[src/rip_pkg.sv]
package rip_pkg;
   // geometry of the port
   localparam int unsigned RIP_ADDR_W   = 5;
   localparam int unsigned RIP_DATA_W   = 8;
   localparam int unsigned RIP_CHANNELS = 8;
   localparam int unsigned RIP_ID_W     = 4;
   // byte offsets from the base address
   localparam logic [4:0] RIP_OFS_RELAY   = 5'h00;
   localparam logic [4:0] RIP_OFS_INPUT   = 5'h01;
   localparam logic [4:0] RIP_OFS_BOARD   = 5'h02;
   localparam logic [4:0] RIP_OFS_IRQ_EN  = 5'h03;
   localparam logic [4:0] RIP_OFS_IRQ_EDG = 5'h04;
   localparam logic [4:0] RIP_OFS_IRQ_FLG = 5'h05;
   // reset values
   localparam logic [7:0] RIP_RST_RELAY   = 8'h00;
   localparam logic [7:0] RIP_RST_IRQ_EN  = 8'h00;
   localparam logic [7:0] RIP_RST_IRQ_EDG = 8'h00;
   localparam logic [7:0] RIP_RST_IRQ_FLG = 8'h00;
   localparam logic [7:0] RIP_RD_ZERO     = 8'h00;
   // edge select encoding
   localparam logic       RIP_EDGE_RISE   = 1'b0;
   localparam logic       RIP_EDGE_FALL   = 1'b1;

   // one host i/o cycle request
   typedef struct packed
   {
      logic       rd;
      logic       wr;
      logic [4:0] addr;
      logic [7:0] wdata;
   } rip_req_s;
endpackage

[src/rip_port.sv]
`timescale 1ns/1ps
// Overview of operation
// - decode 32 byte addresses from base
// - write offset 0 loads relay drive bits
// - read offset 0 returns relay drive bits
// - relay bits clear at reset
// - bit 0 normally closed, 1 normally open
// - read offset 1 returns input levels
// - offset 3 holds per-channel irq enables
// - offset 4 edge select: 0 rise, 1 fall
// - read offset 5 returns pending flags
// - writing one at offset 5 clears flag
// - eight independent channel interrupt sources
module rip_port
   import rip_pkg::*;
#(
   parameter int unsigned CHANNELS = RIP_CHANNELS
)
(
   input  wire logic                  ref_clk_i,
   input  wire logic                  nrst_i,
   input  wire logic                  sel_i,
   input  wire rip_req_s              req_i,
   output logic [RIP_DATA_W-1:0]      rdata_o,
   input  wire logic [CHANNELS-1:0]   field_in_i,
   input  wire logic [RIP_ID_W-1:0]   board_ident_i,
   output logic [CHANNELS-1:0]        relay_drive_bit_o,
   output logic                       irq_o
);

   // register and bus logic is byte wide, one bit per channel; the id
   // straps must fit below the data width for the zero-extended read
   if (CHANNELS != RIP_DATA_W)
   begin : g_bad_channels
      $error("rip_port: CHANNELS must equal the data width");
   end
   if (RIP_ID_W > RIP_DATA_W)
   begin : g_bad_ident
      $error("rip_port: board id wider than the data bus");
   end

   logic                  rst_meta;
   logic                  rst_sync_n;
   logic [CHANNELS-1:0]   in_meta;
   logic [CHANNELS-1:0]   in_sync;
   logic [CHANNELS-1:0]   in_prev;
   logic [RIP_ID_W-1:0]   id_meta;
   logic [RIP_ID_W-1:0]   id_sync;
   logic [CHANNELS-1:0]   channel_irq_enable;
   logic [CHANNELS-1:0]   channel_edge_select;
   logic [CHANNELS-1:0]   channel_irq_pending;
   logic [CHANNELS-1:0]   edge_hit;
   logic [CHANNELS-1:0]   next_pending;
   logic [RIP_DATA_W-1:0] next_rdata;
   logic                  wr_relay;
   logic                  wr_en;
   logic                  wr_edge;
   logic                  wr_clr;
   logic                  host_rd;
   logic                  host_wr;
   logic [RIP_DATA_W-1:0] ident_word;
   logic                  irq_any;

   // reset release through two flops; assertion stays asynchronous
   always_ff @(posedge ref_clk_i or negedge nrst_i)
   begin
      if (!nrst_i)
      begin
         rst_meta   <= 1'b0;
         rst_sync_n <= 1'b0;
      end
      else
      begin
         rst_meta   <= 1'b1;
         rst_sync_n <= rst_meta;
      end
   end

   // field inputs and id straps come from outside, so two flops each;
   // both stages reset low, so a pin already high at release looks like
   // a rising edge, harmless because every enable also resets to zero
   always_ff @(posedge ref_clk_i or negedge rst_sync_n)
   begin
      if (!rst_sync_n)
      begin
         in_meta <= '0;
         in_sync <= '0;
         in_prev <= '0;
         id_meta <= '0;
         id_sync <= '0;
      end
      else
      begin
         in_meta <= field_in_i;
         in_sync <= in_meta;
         in_prev <= in_sync;
         id_meta <= board_ident_i;
         id_sync <= id_meta;
      end
   end

   // the host has matched the base already, so only the five offset
   // bits are decoded here; one qualified strobe per direction
   assign host_rd = sel_i && req_i.rd;
   assign host_wr = sel_i && req_i.wr;

   // write strobes; all 32 offsets are claimed, unused ones sink writes
   assign wr_relay = host_wr && (req_i.addr == RIP_OFS_RELAY);
   assign wr_en    = host_wr && (req_i.addr == RIP_OFS_IRQ_EN);
   assign wr_edge  = host_wr && (req_i.addr == RIP_OFS_IRQ_EDG);
   assign wr_clr   = host_wr && (req_i.addr == RIP_OFS_IRQ_FLG);

   // relay coil drive; a 1 moves common to the normally open contact
   // readback is the drive bit; the contacts settle milliseconds later
   always_ff @(posedge ref_clk_i or negedge rst_sync_n)
   begin
      if (!rst_sync_n)
         relay_drive_bit_o <= RIP_RST_RELAY;
      else if (wr_relay)
         relay_drive_bit_o <= req_i.wdata;
   end

   // interrupt enable and edge select, read back unchanged
   // both reset to zero, so no channel can flag before it is set up
   always_ff @(posedge ref_clk_i or negedge rst_sync_n)
   begin
      if (!rst_sync_n)
      begin
         channel_irq_enable  <= RIP_RST_IRQ_EN;
         channel_edge_select <= RIP_RST_IRQ_EDG;
      end
      else
      begin
         if (wr_en)
            channel_irq_enable <= req_i.wdata;
         if (wr_edge)
            channel_edge_select <= req_i.wdata;
      end
   end

   // per-channel edge detect on the synchronised input
   // against its own copy one cycle older
   genvar ch;
   generate
      for (ch = 0; ch < CHANNELS; ch++)
      begin : g_chan
         always_comb
         begin
            if (channel_edge_select[ch] == RIP_EDGE_FALL)
               edge_hit[ch] = in_prev[ch] && !in_sync[ch];
            else
               edge_hit[ch] = !in_prev[ch] && in_sync[ch];
         end
         // set beats clear so an edge during the clear write is kept
         always_comb
         begin
            next_pending[ch] = channel_irq_pending[ch];
            if (wr_clr && req_i.wdata[ch])
               next_pending[ch] = 1'b0;
            if (channel_irq_enable[ch] && edge_hit[ch])
               next_pending[ch] = 1'b1;
         end
      end
   endgenerate

   // pending flags hold until software writes one; a held flag is
   // not re-reported, which is why software must clear it first
   always_ff @(posedge ref_clk_i or negedge rst_sync_n)
   begin
      if (!rst_sync_n)
         channel_irq_pending <= RIP_RST_IRQ_FLG;
      else
         channel_irq_pending <= next_pending;
   end

   // any flag whose channel is still enabled asks for service; a
   // change of enable reaches the request line one cycle later
   assign irq_any = |(next_pending & channel_irq_enable);

   // request line while any enabled flag is pending
   always_ff @(posedge ref_clk_i or negedge rst_sync_n)
   begin
      if (!rst_sync_n)
         irq_o <= 1'b0;
      else
         irq_o <= irq_any;
   end

   // straps sit in the low bits; the upper bits read as zero
   assign ident_word = {{(RIP_DATA_W-RIP_ID_W){1'b0}}, id_sync};

   // read mux over the full 32-byte window
   always_comb
   begin
      next_rdata = RIP_RD_ZERO;
      case (req_i.addr)
         RIP_OFS_RELAY:   next_rdata = relay_drive_bit_o;
         RIP_OFS_INPUT:   next_rdata = in_sync;
         RIP_OFS_BOARD:   next_rdata = ident_word;
         RIP_OFS_IRQ_EN:  next_rdata = channel_irq_enable;
         RIP_OFS_IRQ_EDG: next_rdata = channel_edge_select;
         RIP_OFS_IRQ_FLG: next_rdata = channel_irq_pending;
         default:         next_rdata = RIP_RD_ZERO;
      endcase
   end

   // registered read data, one cycle after the read strobe
   // zero when idle, so several ports may be or-ed onto one bus
   always_ff @(posedge ref_clk_i or negedge rst_sync_n)
   begin
      if (!rst_sync_n)
         rdata_o <= RIP_RD_ZERO;
      else if (host_rd)
         rdata_o <= next_rdata;
      else
         rdata_o <= RIP_RD_ZERO;
   end

endmodule

[config.mk]
export PLATFORM = sky130hd
export DESIGN_NAME = rip_port
export DESIGN_NICKNAME = d
export VERILOG_FILES = /design/src/rip_pkg.sv /design/src/rip_port.sv
export SDC_FILE = /design/constraint.sdc
export NUM_CORES = 1
export LEC_CHECK = 0
export BUFFER_PORTS_ARGS = -buffer_cell sky130_fd_sc_hd__buf_2
export CORE_MARGIN = 2
export CORE_UTILIZATION = 40
export CTS_BUF_LIST = sky130_fd_sc_hd__clkbuf_4
export DETAILED_ROUTE_END_ITERATION = 7
export GPL_TIMING_DRIVEN = 0
export SYNTH_ARGS = -nofsm -noshare
export SYNTH_HDL_FRONTEND = slang
export SYNTH_SLANG_ARGS = --single-unit
[constraint.sdc]
create_clock -name ref_clk_i -period 5.8 [get_ports ref_clk_i]
set_input_delay 1.16 -clock ref_clk_i [delete_from_list [all_inputs] [get_ports ref_clk_i]]
set_output_delay 1.16 -clock ref_clk_i [all_outputs]
set_load 0.01 [all_outputs]
==> results of run 1 <==
==> logic make-up after synthesis <==
family          count (synthesis)  share of synthesized area
simple gates                   68                      0.160
mux                            24                     0.0919
flops                          75                      0.638
compound gates                 43                     0.0991
buf+inv                         5                    0.00936
other cells                     1                    0.00127
==> power breakdown <==
| group | switching (W) | internal [W] | leakage (nW) |
|---|---|---|---|
| logic | 0.0000510 | 0.0000542 | 0.619 |
| registers | 0.0000368 | 0.000569 | 0.912 |
| clock network | 0.000172 | 0.000170 | 0.0808 |
==> metrics by stage <==
stage | instance area (sq um) | total power [W] | setup slack [ns] | hold slack, ns | util
after detailed placement | 3320 | 0.000723 | 2.93 | 0.233 | 0.463
after global placement | 3290 | 0.000717 | 2.74 | 0.333 | 0.459
after CTS | 3470 | 0.00107 | 3.38 | 0.244 | 0.484
final | 3470 | 0.00105 | 3.35 | 0.230 | 0.484
after global routing | 3470 | 0.00112 | 3.29 | 0.257 | 0.484
after floorplan | 2940 | 0.000673 | 3.39 | 0.331 | -
==> path summary, 6_finish.rpt <==
kind,start,endpoint,slack (ns),cells after the start
setup / recovery,req_i[11],relay_drive_bit_o[4],3.35,5
hold / removal,rst_sync_n,relay_drive_bit_o[6],0.23,0
setup reg to reg,in_sync[6],irq_o,4.23,5
hold reg to reg,rst_sync_n,relay_drive_bit_o[6],0.23,0
max in group asynchronous,rst_sync_n,in_meta[2],5.04,1
min in group ref_clk_i,in_meta[6],in_sync[6],0.35,0
==> critical path, delay by kind of cell <==
| family | cells | cell delay, ns |
|---|---|---|
| buffers and inverters | 1 | 0.13 |
| muxes | 1 | 0.33 |
| and+or+nand+nor | 3 | 1.14 |
==> final cells by class <==
type,count,area (sq um)
buffer,4,23.8
clock buffer,9,67.6
clock inverter,6,81.3
fill,652,3700
inverter,1,3.75
multi-input combinational,136,1040
sequential,75,1880
tap,99,124
timing repair buffer,46,253
==> sequential cells by signal, summed over array words and instances (netlist names) <==
name	count
rst_sync_n	1
in_prev	8
in_sync	8
relay_drive_bit_o	8
channel_edge_select	8
rdata_o	8
id_meta	4
channel_irq_pending	8
id_sync	4
in_meta	8
rst_meta	1
irq_o	1
channel_irq_enable	8
==> synthesized netlist by cell type (all sizes together) <==
cell	instances
a21o	1
a21oi	8
a222oi	3
a22oi	17
a311oi	1
a31oi	6
a32o	1
and2	1
and3	1
and3b	8
and4b	1
buf	2
clkbuf	2
conb	1
dfrtp	75
inv	1
mux2	24
nand2	29
nand3	6
nand4	2
nand4b	2
nor2	2
nor3	2
nor3b	10
nor4	1
nor4bb	1
o21ai	6
or4bb	2
==> metal layers <==
layer | routed length (um) | up-vias | share of wire | global-route usage
met1 | 2790 | 960 | 0.46 | 0.239
met4 | 123 | 0 | 0.020 | 0.0833
met5 | 0 | - | 0 | 0
met3 | 311 | 11 | 0.051 | 0.0360
met2 | 2830 | 61 | 0.47 | 0.237
li1 | - | 924 | - | -
==> metrics.md, run 1 <==
| Metric | Value |
|---|---|
| P_leak | `1.61 nW` |
| Routed len/inst | `16.1 um` |
| DRT antenna net count | `0` |
| Dpl hpwl | `4.07 mm` |
| Crit Path Category | `in -> reg` |
| VDD IR max | `0.115 mV` |
| CP peak stage delay | `0.61 ns` |
| Synth Warn # | `0` |
| Min cycle time layout | `2.45 ns` |
| Via/cell ratio | `5.20` |
| Netlist Area Pre-Place | `2940 sq um` |
| WL final | `6.06 mm` |
| Clock latency on the worst-skew pair | `0.42 ns` |
| Synth top area cells | `dfrtp_1 64%, mux2_2 9.2%, a22oi_1 4.3%` |
| CP cell instances | `buf_2, nor3_1, nor3b_4, nand3_4, mux2_2` |
| Clock Sinks | `75` |
| Largest area contributor in the netlist | `dfrtp_1` |
| Placed cell count | `361` |
| Initial antenna violation count | `0` |
| Cts repair resizes | `0` |
| Hold_buf cts | `0` |
| Slew HR | `0.543` |
| Clock Pin Slew Worst Setup and Hold Paths | `0.11 ns` |
| Vias | `1956` |
| Overflow after GRT | `0` |
| Fraction of layout cells with a size suffix above 1 | `0.343` |
| Unrepaired setup endpoints after global routing | `no` |
| Max Clock Freq | `407 MHz` |
| Largest net degree at the start of global routing | `53` |
| Max-cap violation count | `0` |
| Cell row count | `31` |
| Die Wd | `89.8 um` |
| Worst clock skew | `0.0153 ns` |
| CTS Root Cell | `clkbuf_4` |
| Syn Inst Count | `216` |
| Number of port buffers | `45` |
| Final hold viol count | `0` |
| CORE AREA | `7180 sq um` |
| Worst path required time | `6.10 ns` |
| Critical path fanouts, max | `9` |
| Setup TNS | `0 ns` |
| Startpoint Class | `primary input` |
| Final setup violation count | `0` |
| Final worst-path cycle share | `0.423` |
| # IOs | `47` |
| Slew @ Worst Pin | `0.681 ns` |
| Clock Tree Buf Depth | `2` |
| CP Data Arrival Time | `2.76 ns` |
| Final Non-Filler Cells | `376` |
| Final nets | `303` |
| Syn nets | `246` |
| Power per Cell Area | `303 nW/um^2` |
| # H-tree levels | `3` |
| Post-synth cell types | `33` |
| Layout area overhead | `18.0%` |
| Synth Register Bits | `75` |
| Sequential share of the synthesized area | `0.638` |
| Die area | `8060 sq um` |
| Die Ht | `89.8 um` |
| Initial DRC count | `206` |
| Gpl congestion | `0.779` |
| Slew Viols, Final | `0` |
| Crit. End Element | `register` |
| Initial Util | `0.410` |
| Commonest non-fill, non-tap cell in the layout | `dfrtp_1` |
| Status | `completed` |
| Min-delay worst type | `reg -> async` |
| Total track usage | `0.165` |
| Commonest non-fill, non-tap cells in the layout | `74 x dfrtp_1, 46 x buf_2, 29 x nand2_1` |
| TritonCTS buffer count | `9` |
| CTS tree | `yes` |
| Residual DRC | `0` |
| First-pass GRT wire length | `10.3 mm` |
| Synth Area per Inst | `13.6 sq um` |
| Critical-path top delay cell | `nor3b_4` |
| Top cell type's share of synthesized area | `0.638` |
| Number of global-route vias before repair | `1986` |
| Pre-antenna DRT Iters | `4` |
| Postcts setup bufs | `0` |
| Antenna diodes | `0` |
(Power assumes the default switching activity.)
==> inputs of run 2 (changes only) <==
Settings changed: ABC_AREA set to 1.
Clock period 5.8 ns to 2.33 ns, I/O delays scaled along.
==> run 2 against run 1 <==
Sequential share of layout area shrank 0.50 points; power grew to 2.6 times the previous value; hold slack got worse by 0.11 ns; clock power increased to 2.8 times the previous value; synthesized cell count grew 40%; critical path depth fell by 4; non-clock buffer count rose by 3; critical path type is now reg -> out; largest cell class unchanged.
==> metrics.md, run 2 <==
| Metric | Value |
|---|---|
| Final hold viol count | `0` |
| Startpoint Class | `register` |
| Clock Pin Slew Worst Setup and Hold Paths | `0.12 ns` |
| Sequential share of the synthesized area | `0.640` |
| Post-synth cell types | `21` |
| Reg-to-reg endpoint | `irq_o` |
| Die Ht | `89.6 um` |
| First-pass GRT wire length | `10.5 mm` |
| Pre-antenna DRT Iters | `4` |
| Initial DRC count | `129` |
| Cts repair resizes | `0` |
| TritonCTS buffer count | `9` |
| Die Wd | `89.6 um` |
| Overflow after GRT | `0` |
| Async S/R FF share, synth | `1.00` |
| Crit Path Category | `reg -> out` |
| Slew HR | `0.536` |
| Routed len/inst | `14.3 um` |
| Initial antenna violation count | `0` |
| Syn Inst Count | `302` |
| Delay-heaviest family, CP | `flip-flops` |
| Primary FF master, synth | `dfrtp_1` |
| R2r setup slk | `1.15 ns` |
| Number of port buffers | `46` |
| Place WS | `0.459 ns` |
| Number of synthesized flops with an enable pin | `0` |
| Total power | `0.00272 W` |
| Clock Sinks | `75` |
| Vias | `2246` |
| Placed inst area | `3320 sq um` |
| Commonest non-fill, non-tap cells in the layout | `93 x nand2_1, 74 x dfrtp_1, 46 x buf_2` |
| Number of global-route vias before repair | `2119` |
| Via/cell ratio | `4.83` |
| Initial Util | `0.409` |
| Synth top area cells | `dfrtp_1 64%, nand2_1 12%, o21ai_0 6.5%` |
| Dpl hpwl | `4.40 mm` |
| Worst r2r src | `in_sync[5]` |
| Residual DRC | `0` |
| Final setup violation count | `0` |
| P_leak | `1.68 nW` |
| Status | `completed` |
| CORE AREA | `7180 sq um` |
| Final worst-path cycle share | `0.630` |
| Top-count cell post-synth | `nand2_1` |
| Placed cell count | `448` |
| Layout area overhead | `19.4%` |
| Unrepaired setup endpoints after global routing | `no` |
| Synth Warn # | `0` |
| Crit. End Element | `output port` |
| Critical path fanouts, max | `3` |
| Final nets | `391` |
| Min cycle time layout | `1.47 ns` |
| Worst path required time | `1.86 ns` |
| Critical-path top delay cell | `dfrtp_1` |
| Largest area contributor in the netlist | `dfrtp_1` |
| CTS Root Cell | `clkbuf_4` |
| Buf+Inv Stages, Crit Path | `1` |
| CP peak stage delay | `0.43 ns` |
| Layout Cell Area excl Fill | `3500 sq um` |
| CP Data Arrival Time | `1.00 ns` |
| Max-cap violation count | `0` |
| Cell row count | `31` |
| # IOs | `47` |
| # H-tree levels | `3` |
| VDD IR max | `0.363 mV` |
| Clock Tree Buf Depth | `2` |
| Clock latency on the worst-skew pair | `0.42 ns` |
| Commonest non-fill, non-tap cell in the layout | `nand2_1` |
| WL final | `6.65 mm` |
| Slew @ Worst Pin | `0.691 ns` |
| Synth Register Bits | `75` |
| DRT antenna net count | `0` |
| Power per Cell Area | `776 nW/um^2` |
| Slew Viols, Final | `0` |
| Synth top cells by count | `93 x nand2_1, 75 x dfrtp_1, 38 x o21ai_0` |
| Total track usage | `0.184` |
| Netlist Area Pre-Place | `2930 sq um` |
| Min-delay worst type | `reg -> async` |
| Reg2Reg Depth | `8` |
| Antenna diodes | `0` |
| Top cell type's share of synthesized area | `0.640` |
| CP cell instances | `buf_2` |
| Largest net degree at the start of global routing | `73` |
| Gpl congestion | `0.839` |
| CTS tree | `yes` |
| Syn nets | `332` |
| Fraction of layout cells with a size suffix above 1 | `0.216` |
| Final Non-Filler Cells | `465` |
| Die area | `8040 sq um` |
| Worst clock skew | `0.0158 ns` |
| Max Clock Freq | `681 MHz` |
| Synth Area per Inst | `9.72 sq um` |
| Crit path launch | `relay_drive_bit_o[2]` |
| Setup ws final | `0.861 ns` |
## run 2: final cells by class
class	instances	area (sq um)
multi-input combinational	197	911
fill	714	3670
tap	99	124
sequential	75	1880
buffer	5	52.6
timing repair buffer	48	268
clock inverter	7	106
clock buffer	9	67.6
inverter	25	93.8
## run 2: worst max path at each step
stage | end | slack (ns) | cells after the start
floorplan | channel_edge_select[0] | 0.09 | 0
global placement | id_sync[2] | -0.73 | 0
detailed placement | rdata_o[3] | 0.46 | 8
CTS | relay_drive_bit_o[4] | 0.84 | 1
global route | relay_drive_bit_o[4] | 0.80 | 1
finish | relay_drive_bit_o[2] | 0.86 | 1
## run 2: stage by stage
step / hold WS, ns / TNS, ns / utilization
2_1_floorplan: 0.170 / 0 / -
3_3_place_gp: 0.251 / -53.31 / 0.458
3_5_place_dp: 0.0991 / 0 / 0.463
4_1_cts: 0.107 / 0 / 0.488
5_1_grt: 0.106 / 0 / 0.488
6_report: 0.116 / 0 / 0.488
## run 2: power breakdown
group | switching [W] | leakage [nW] | total [W] | internal [W]
clock network | 0.000438 | 0.0924 | 0.000969 | 0.000531
registers | 0.0000730 | 0.912 | 0.00148 | 0.00141
logic | 0.000162 | 0.679 | 0.000267 | 0.000105
total | 0.000673 | 1.68 | 0.00272 | 0.00205
## run 2: repair_timing
| item | 4_1_cts | 5_1_grt |
|---|---|---|
| endpoints found under the hold margin | 2 | 0 |
| buffers inserted | 0 | 0 |
| hold buffers | 1 | 0 |
## run 2: cell families (layout without fill, tap and decap cells)
kind of cell,count (synthesis),after routing,synth area share
AOI/OAI and AO/OA,57,57,0.101
buffers and inverters,30,94,0.0499
DFF,75,75,0.640
other,1,1,0.00128
and+or+nand+nor,139,139,0.208
## run 2: routing by layer
layer / track usage / wire (um) / up-vias / share of wire
li1: - / - / 1089 / -
met1: 0.250 / 3020 / 1071 / 0.45
met2: 0.265 / 2990 / 69 / 0.45
met3: 0.0475 / 426 / 17 / 0.064
met4: 0.113 / 219 / 0 / 0.033
met5: 0 / 0 / - / 0
==> inputs of run 3 (changes only) <==
Settings changed: ABC_AREA 1 to 0.
Clock period 2.33 ns to 1.31 ns, I/O delays scaled along.
==> run 3 against run 2 <==
The flow now finishes with violations (negative setup slack); sequential cell count unchanged; hold slack lost 0.0029 ns; critical endpoint is now irq_o; worst setup slack lost 1.0 ns; non-clock buffer count grew 27.
==> metrics.md, run 3 (synthesis results as in run 1) <==
| Metric | Value |
|---|---|
| Max Clock Freq | `679 MHz` |
| Total power | `0.00469 W` |
| CTS tree | `yes` |
| Crit. End Element | `register` |
| Final nets | `333` |
| Worst clock skew | `0.0153 ns` |
| # IOs | `47` |
| Pre-antenna DRT Iters | `5` |
| # H-tree levels | `3` |
| Die area | `8060 sq um` |
| Crit Path Category | `reg -> reg` |
| CP peak stage delay | `0.42 ns` |
| Hold Path Origin | `req_i[7]` |
| Crit path launch | `in_sync[7]` |
| Residual DRC | `0` |
| Min-delay worst type | `in -> reg` |
| Hold WS | `0.113 ns` |
| VDD IR max | `0.679 mV` |
| Initial DRC count | `94` |
| Status | `complete, but fails checks` |
| Setup ws final | `-0.163 ns` |
| CP cell instances | `nor3b_1, o21ai_2, nand4_1, nor4bb_2, nand3_1` |
| Number of port buffers | `45` |
| Die Ht | `89.8 um` |
| Routed len/inst | `15.8 um` |
| Commonest non-fill, non-tap cell in the layout | `dfrtp_1` |
| Clock latency on the worst-skew pair | `0.42 ns` |
| Final hold viol count | `0` |
| Layout area overhead | `28.4%` |
| Via/cell ratio | `5.10` |
| Worst path required time | `1.59 ns` |
| Int Pwr | `0.00346 W` |
| Flop pwr share | `0.573` |
| Dpl hpwl | `4.09 mm` |
| Cell row count | `31` |
| Commonest non-fill, non-tap cells in the layout | `74 x dfrtp_1, 45 x buf_2, 29 x nand2_1` |
| Critical-path top delay cell | `dfrtp_1` |
| CTS Root Cell | `clkbuf_4` |
| Initial Util | `0.410` |
| Die Wd | `89.8 um` |
| First-pass GRT wire length | `10.5 mm` |
| Net Sw Frac | `0.262` |
| Slew Viols, Final | `0` |
| Min cycle time layout | `1.47 ns` |
| Startpoint Class | `register` |
| Worst r2r src | `in_sync[7]` |
| Critical path fanouts, max | `4` |
| Clock Sinks | `75` |
| Power per Cell Area | `1240 nW/um^2` |
| CORE AREA | `7180 sq um` |
| Clock power share | `0.301` |
| Unrepaired setup endpoints after global routing | `yes` |
| Filler Cell Count | `662` |
| Total track usage | `0.169` |
| Psw | `0.00123 W` |
| Largest net degree at the start of global routing | `45` |
| Number of global-route vias before repair | `2052` |
| Combinational fraction of design power | `0.126` |
| Final worst-path cycle share | `1.12` |
| CP Data Arrival Time | `1.76 ns` |
| Antenna diodes | `0` |
| Max-cap violation count | `0` |
| DRT antenna net count | `0` |
| Vias | `2077` |
| Clock Tree Buf Depth | `2` |
| Gpl congestion | `0.767` |
| Failing checks | `negative setup slack` |
| Slew HR | `0.575` |
| Clock Pin Slew Worst Setup and Hold Paths | `0.12 ns` |
| Slew @ Worst Pin | `0.633 ns` |
| TritonCTS buffer count | `9` |
| WL final | `6.41 mm` |
| Final setup violation count | `1` |
| P_leak | `1.77 nW` |
| Fraction of layout cells with a size suffix above 1 | `0.403` |
| Overflow after GRT | `0` |
| Initial antenna violation count | `0` |
==> run 3: worst max-delay path, delay by kind of cell, from the launching register on <==
family	cells	cell delay (ns)
compound gates	1	0.18
flops	1	0.42
simple gates	4	0.73
==> run 3: layout make-up <==
cell class / instances / area, sq um / share of cell area
multi-input combinational: 136 / 1080 / 0.286
sequential: 75 / 1880 / 0.498
tap: 99 / 124 / 0.0328
inverter: 1 / 3.75 / 0.000994
buffer: 2 / 31.3 / 0.00828
clock inverter: 6 / 65.1 / 0.0172
timing repair buffer: 78 / 518 / 0.137
clock buffer: 10 / 75.1 / 0.0199
==> run 3: timing repair <==
| action | in CTS | in global routing |
|---|---|---|
| cloned | 0 | 0 |
| hold endpoints to repair | 14 | 0 |
| gates resized for setup | 7 | 3 |
| setup buffers | 6 | 13 |
| pin swaps | 1 | 5 |
| endpoints found under the setup margin | 28 | 7 |
| hold buffers | 13 | 0 |
==> run 3: routing by layer <==
layer,vias to the layer above,part of all wire,GRT usage
met5,-,0,0
met4,0,0.022,0.0667
li1,979,-,-
met2,53,0.48,0.270
met3,14,0.043,0.0604
met1,1031,0.45,0.211
==> run 3: path summary, 6_finish.rpt <==
| kind | to | slack (ns) | cells past startpoint |
|---|---|---|---|
| setup / recovery | irq_o | -0.16 | 5 |
| hold / removal | channel_irq_enable[7] | 0.11 | 2 |
| setup reg to reg | irq_o | -0.16 | 5 |
| hold reg to reg | id_meta[0] | 0.27 | 0 |
| max in group asynchronous | relay_drive_bit_o[6] | 0.47 | 1 |
| min in group asynchronous | rst_sync_n | 0.13 | 2 |
==> run 3: power groups by stage <==
stage	Clock [W]	Sequential, W	Combinational, W
floorplan	0	0.00273	0.000256
global placement	0	0.00275	0.000433
detailed placement	0	0.00274	0.000474
CTS	0.00145	0.00269	0.000514
global route	0.00158	0.00272	0.000651
finish	0.00141	0.00269	0.000591
==> run 3: per-stage QoR <==
stage / area [sq um] / setup TNS, ns / utilization / std cells / setup slack (ns)
4_1_cts: 3670 / -0.171 / 0.511 / 395 / -0.171
5_1_grt: 3780 / -0.340 / 0.526 / 407 / -0.283
3_5_place_dp: 3350 / -19.39 / 0.467 / 361 / -0.684
6_report: 3780 / -0.163 / 0.526 / 407 / -0.163
2_1_floorplan: 2980 / -2.10 / - / 216 / -0.130
3_3_place_gp: 3330 / -48.65 / 0.464 / 360 / -0.680
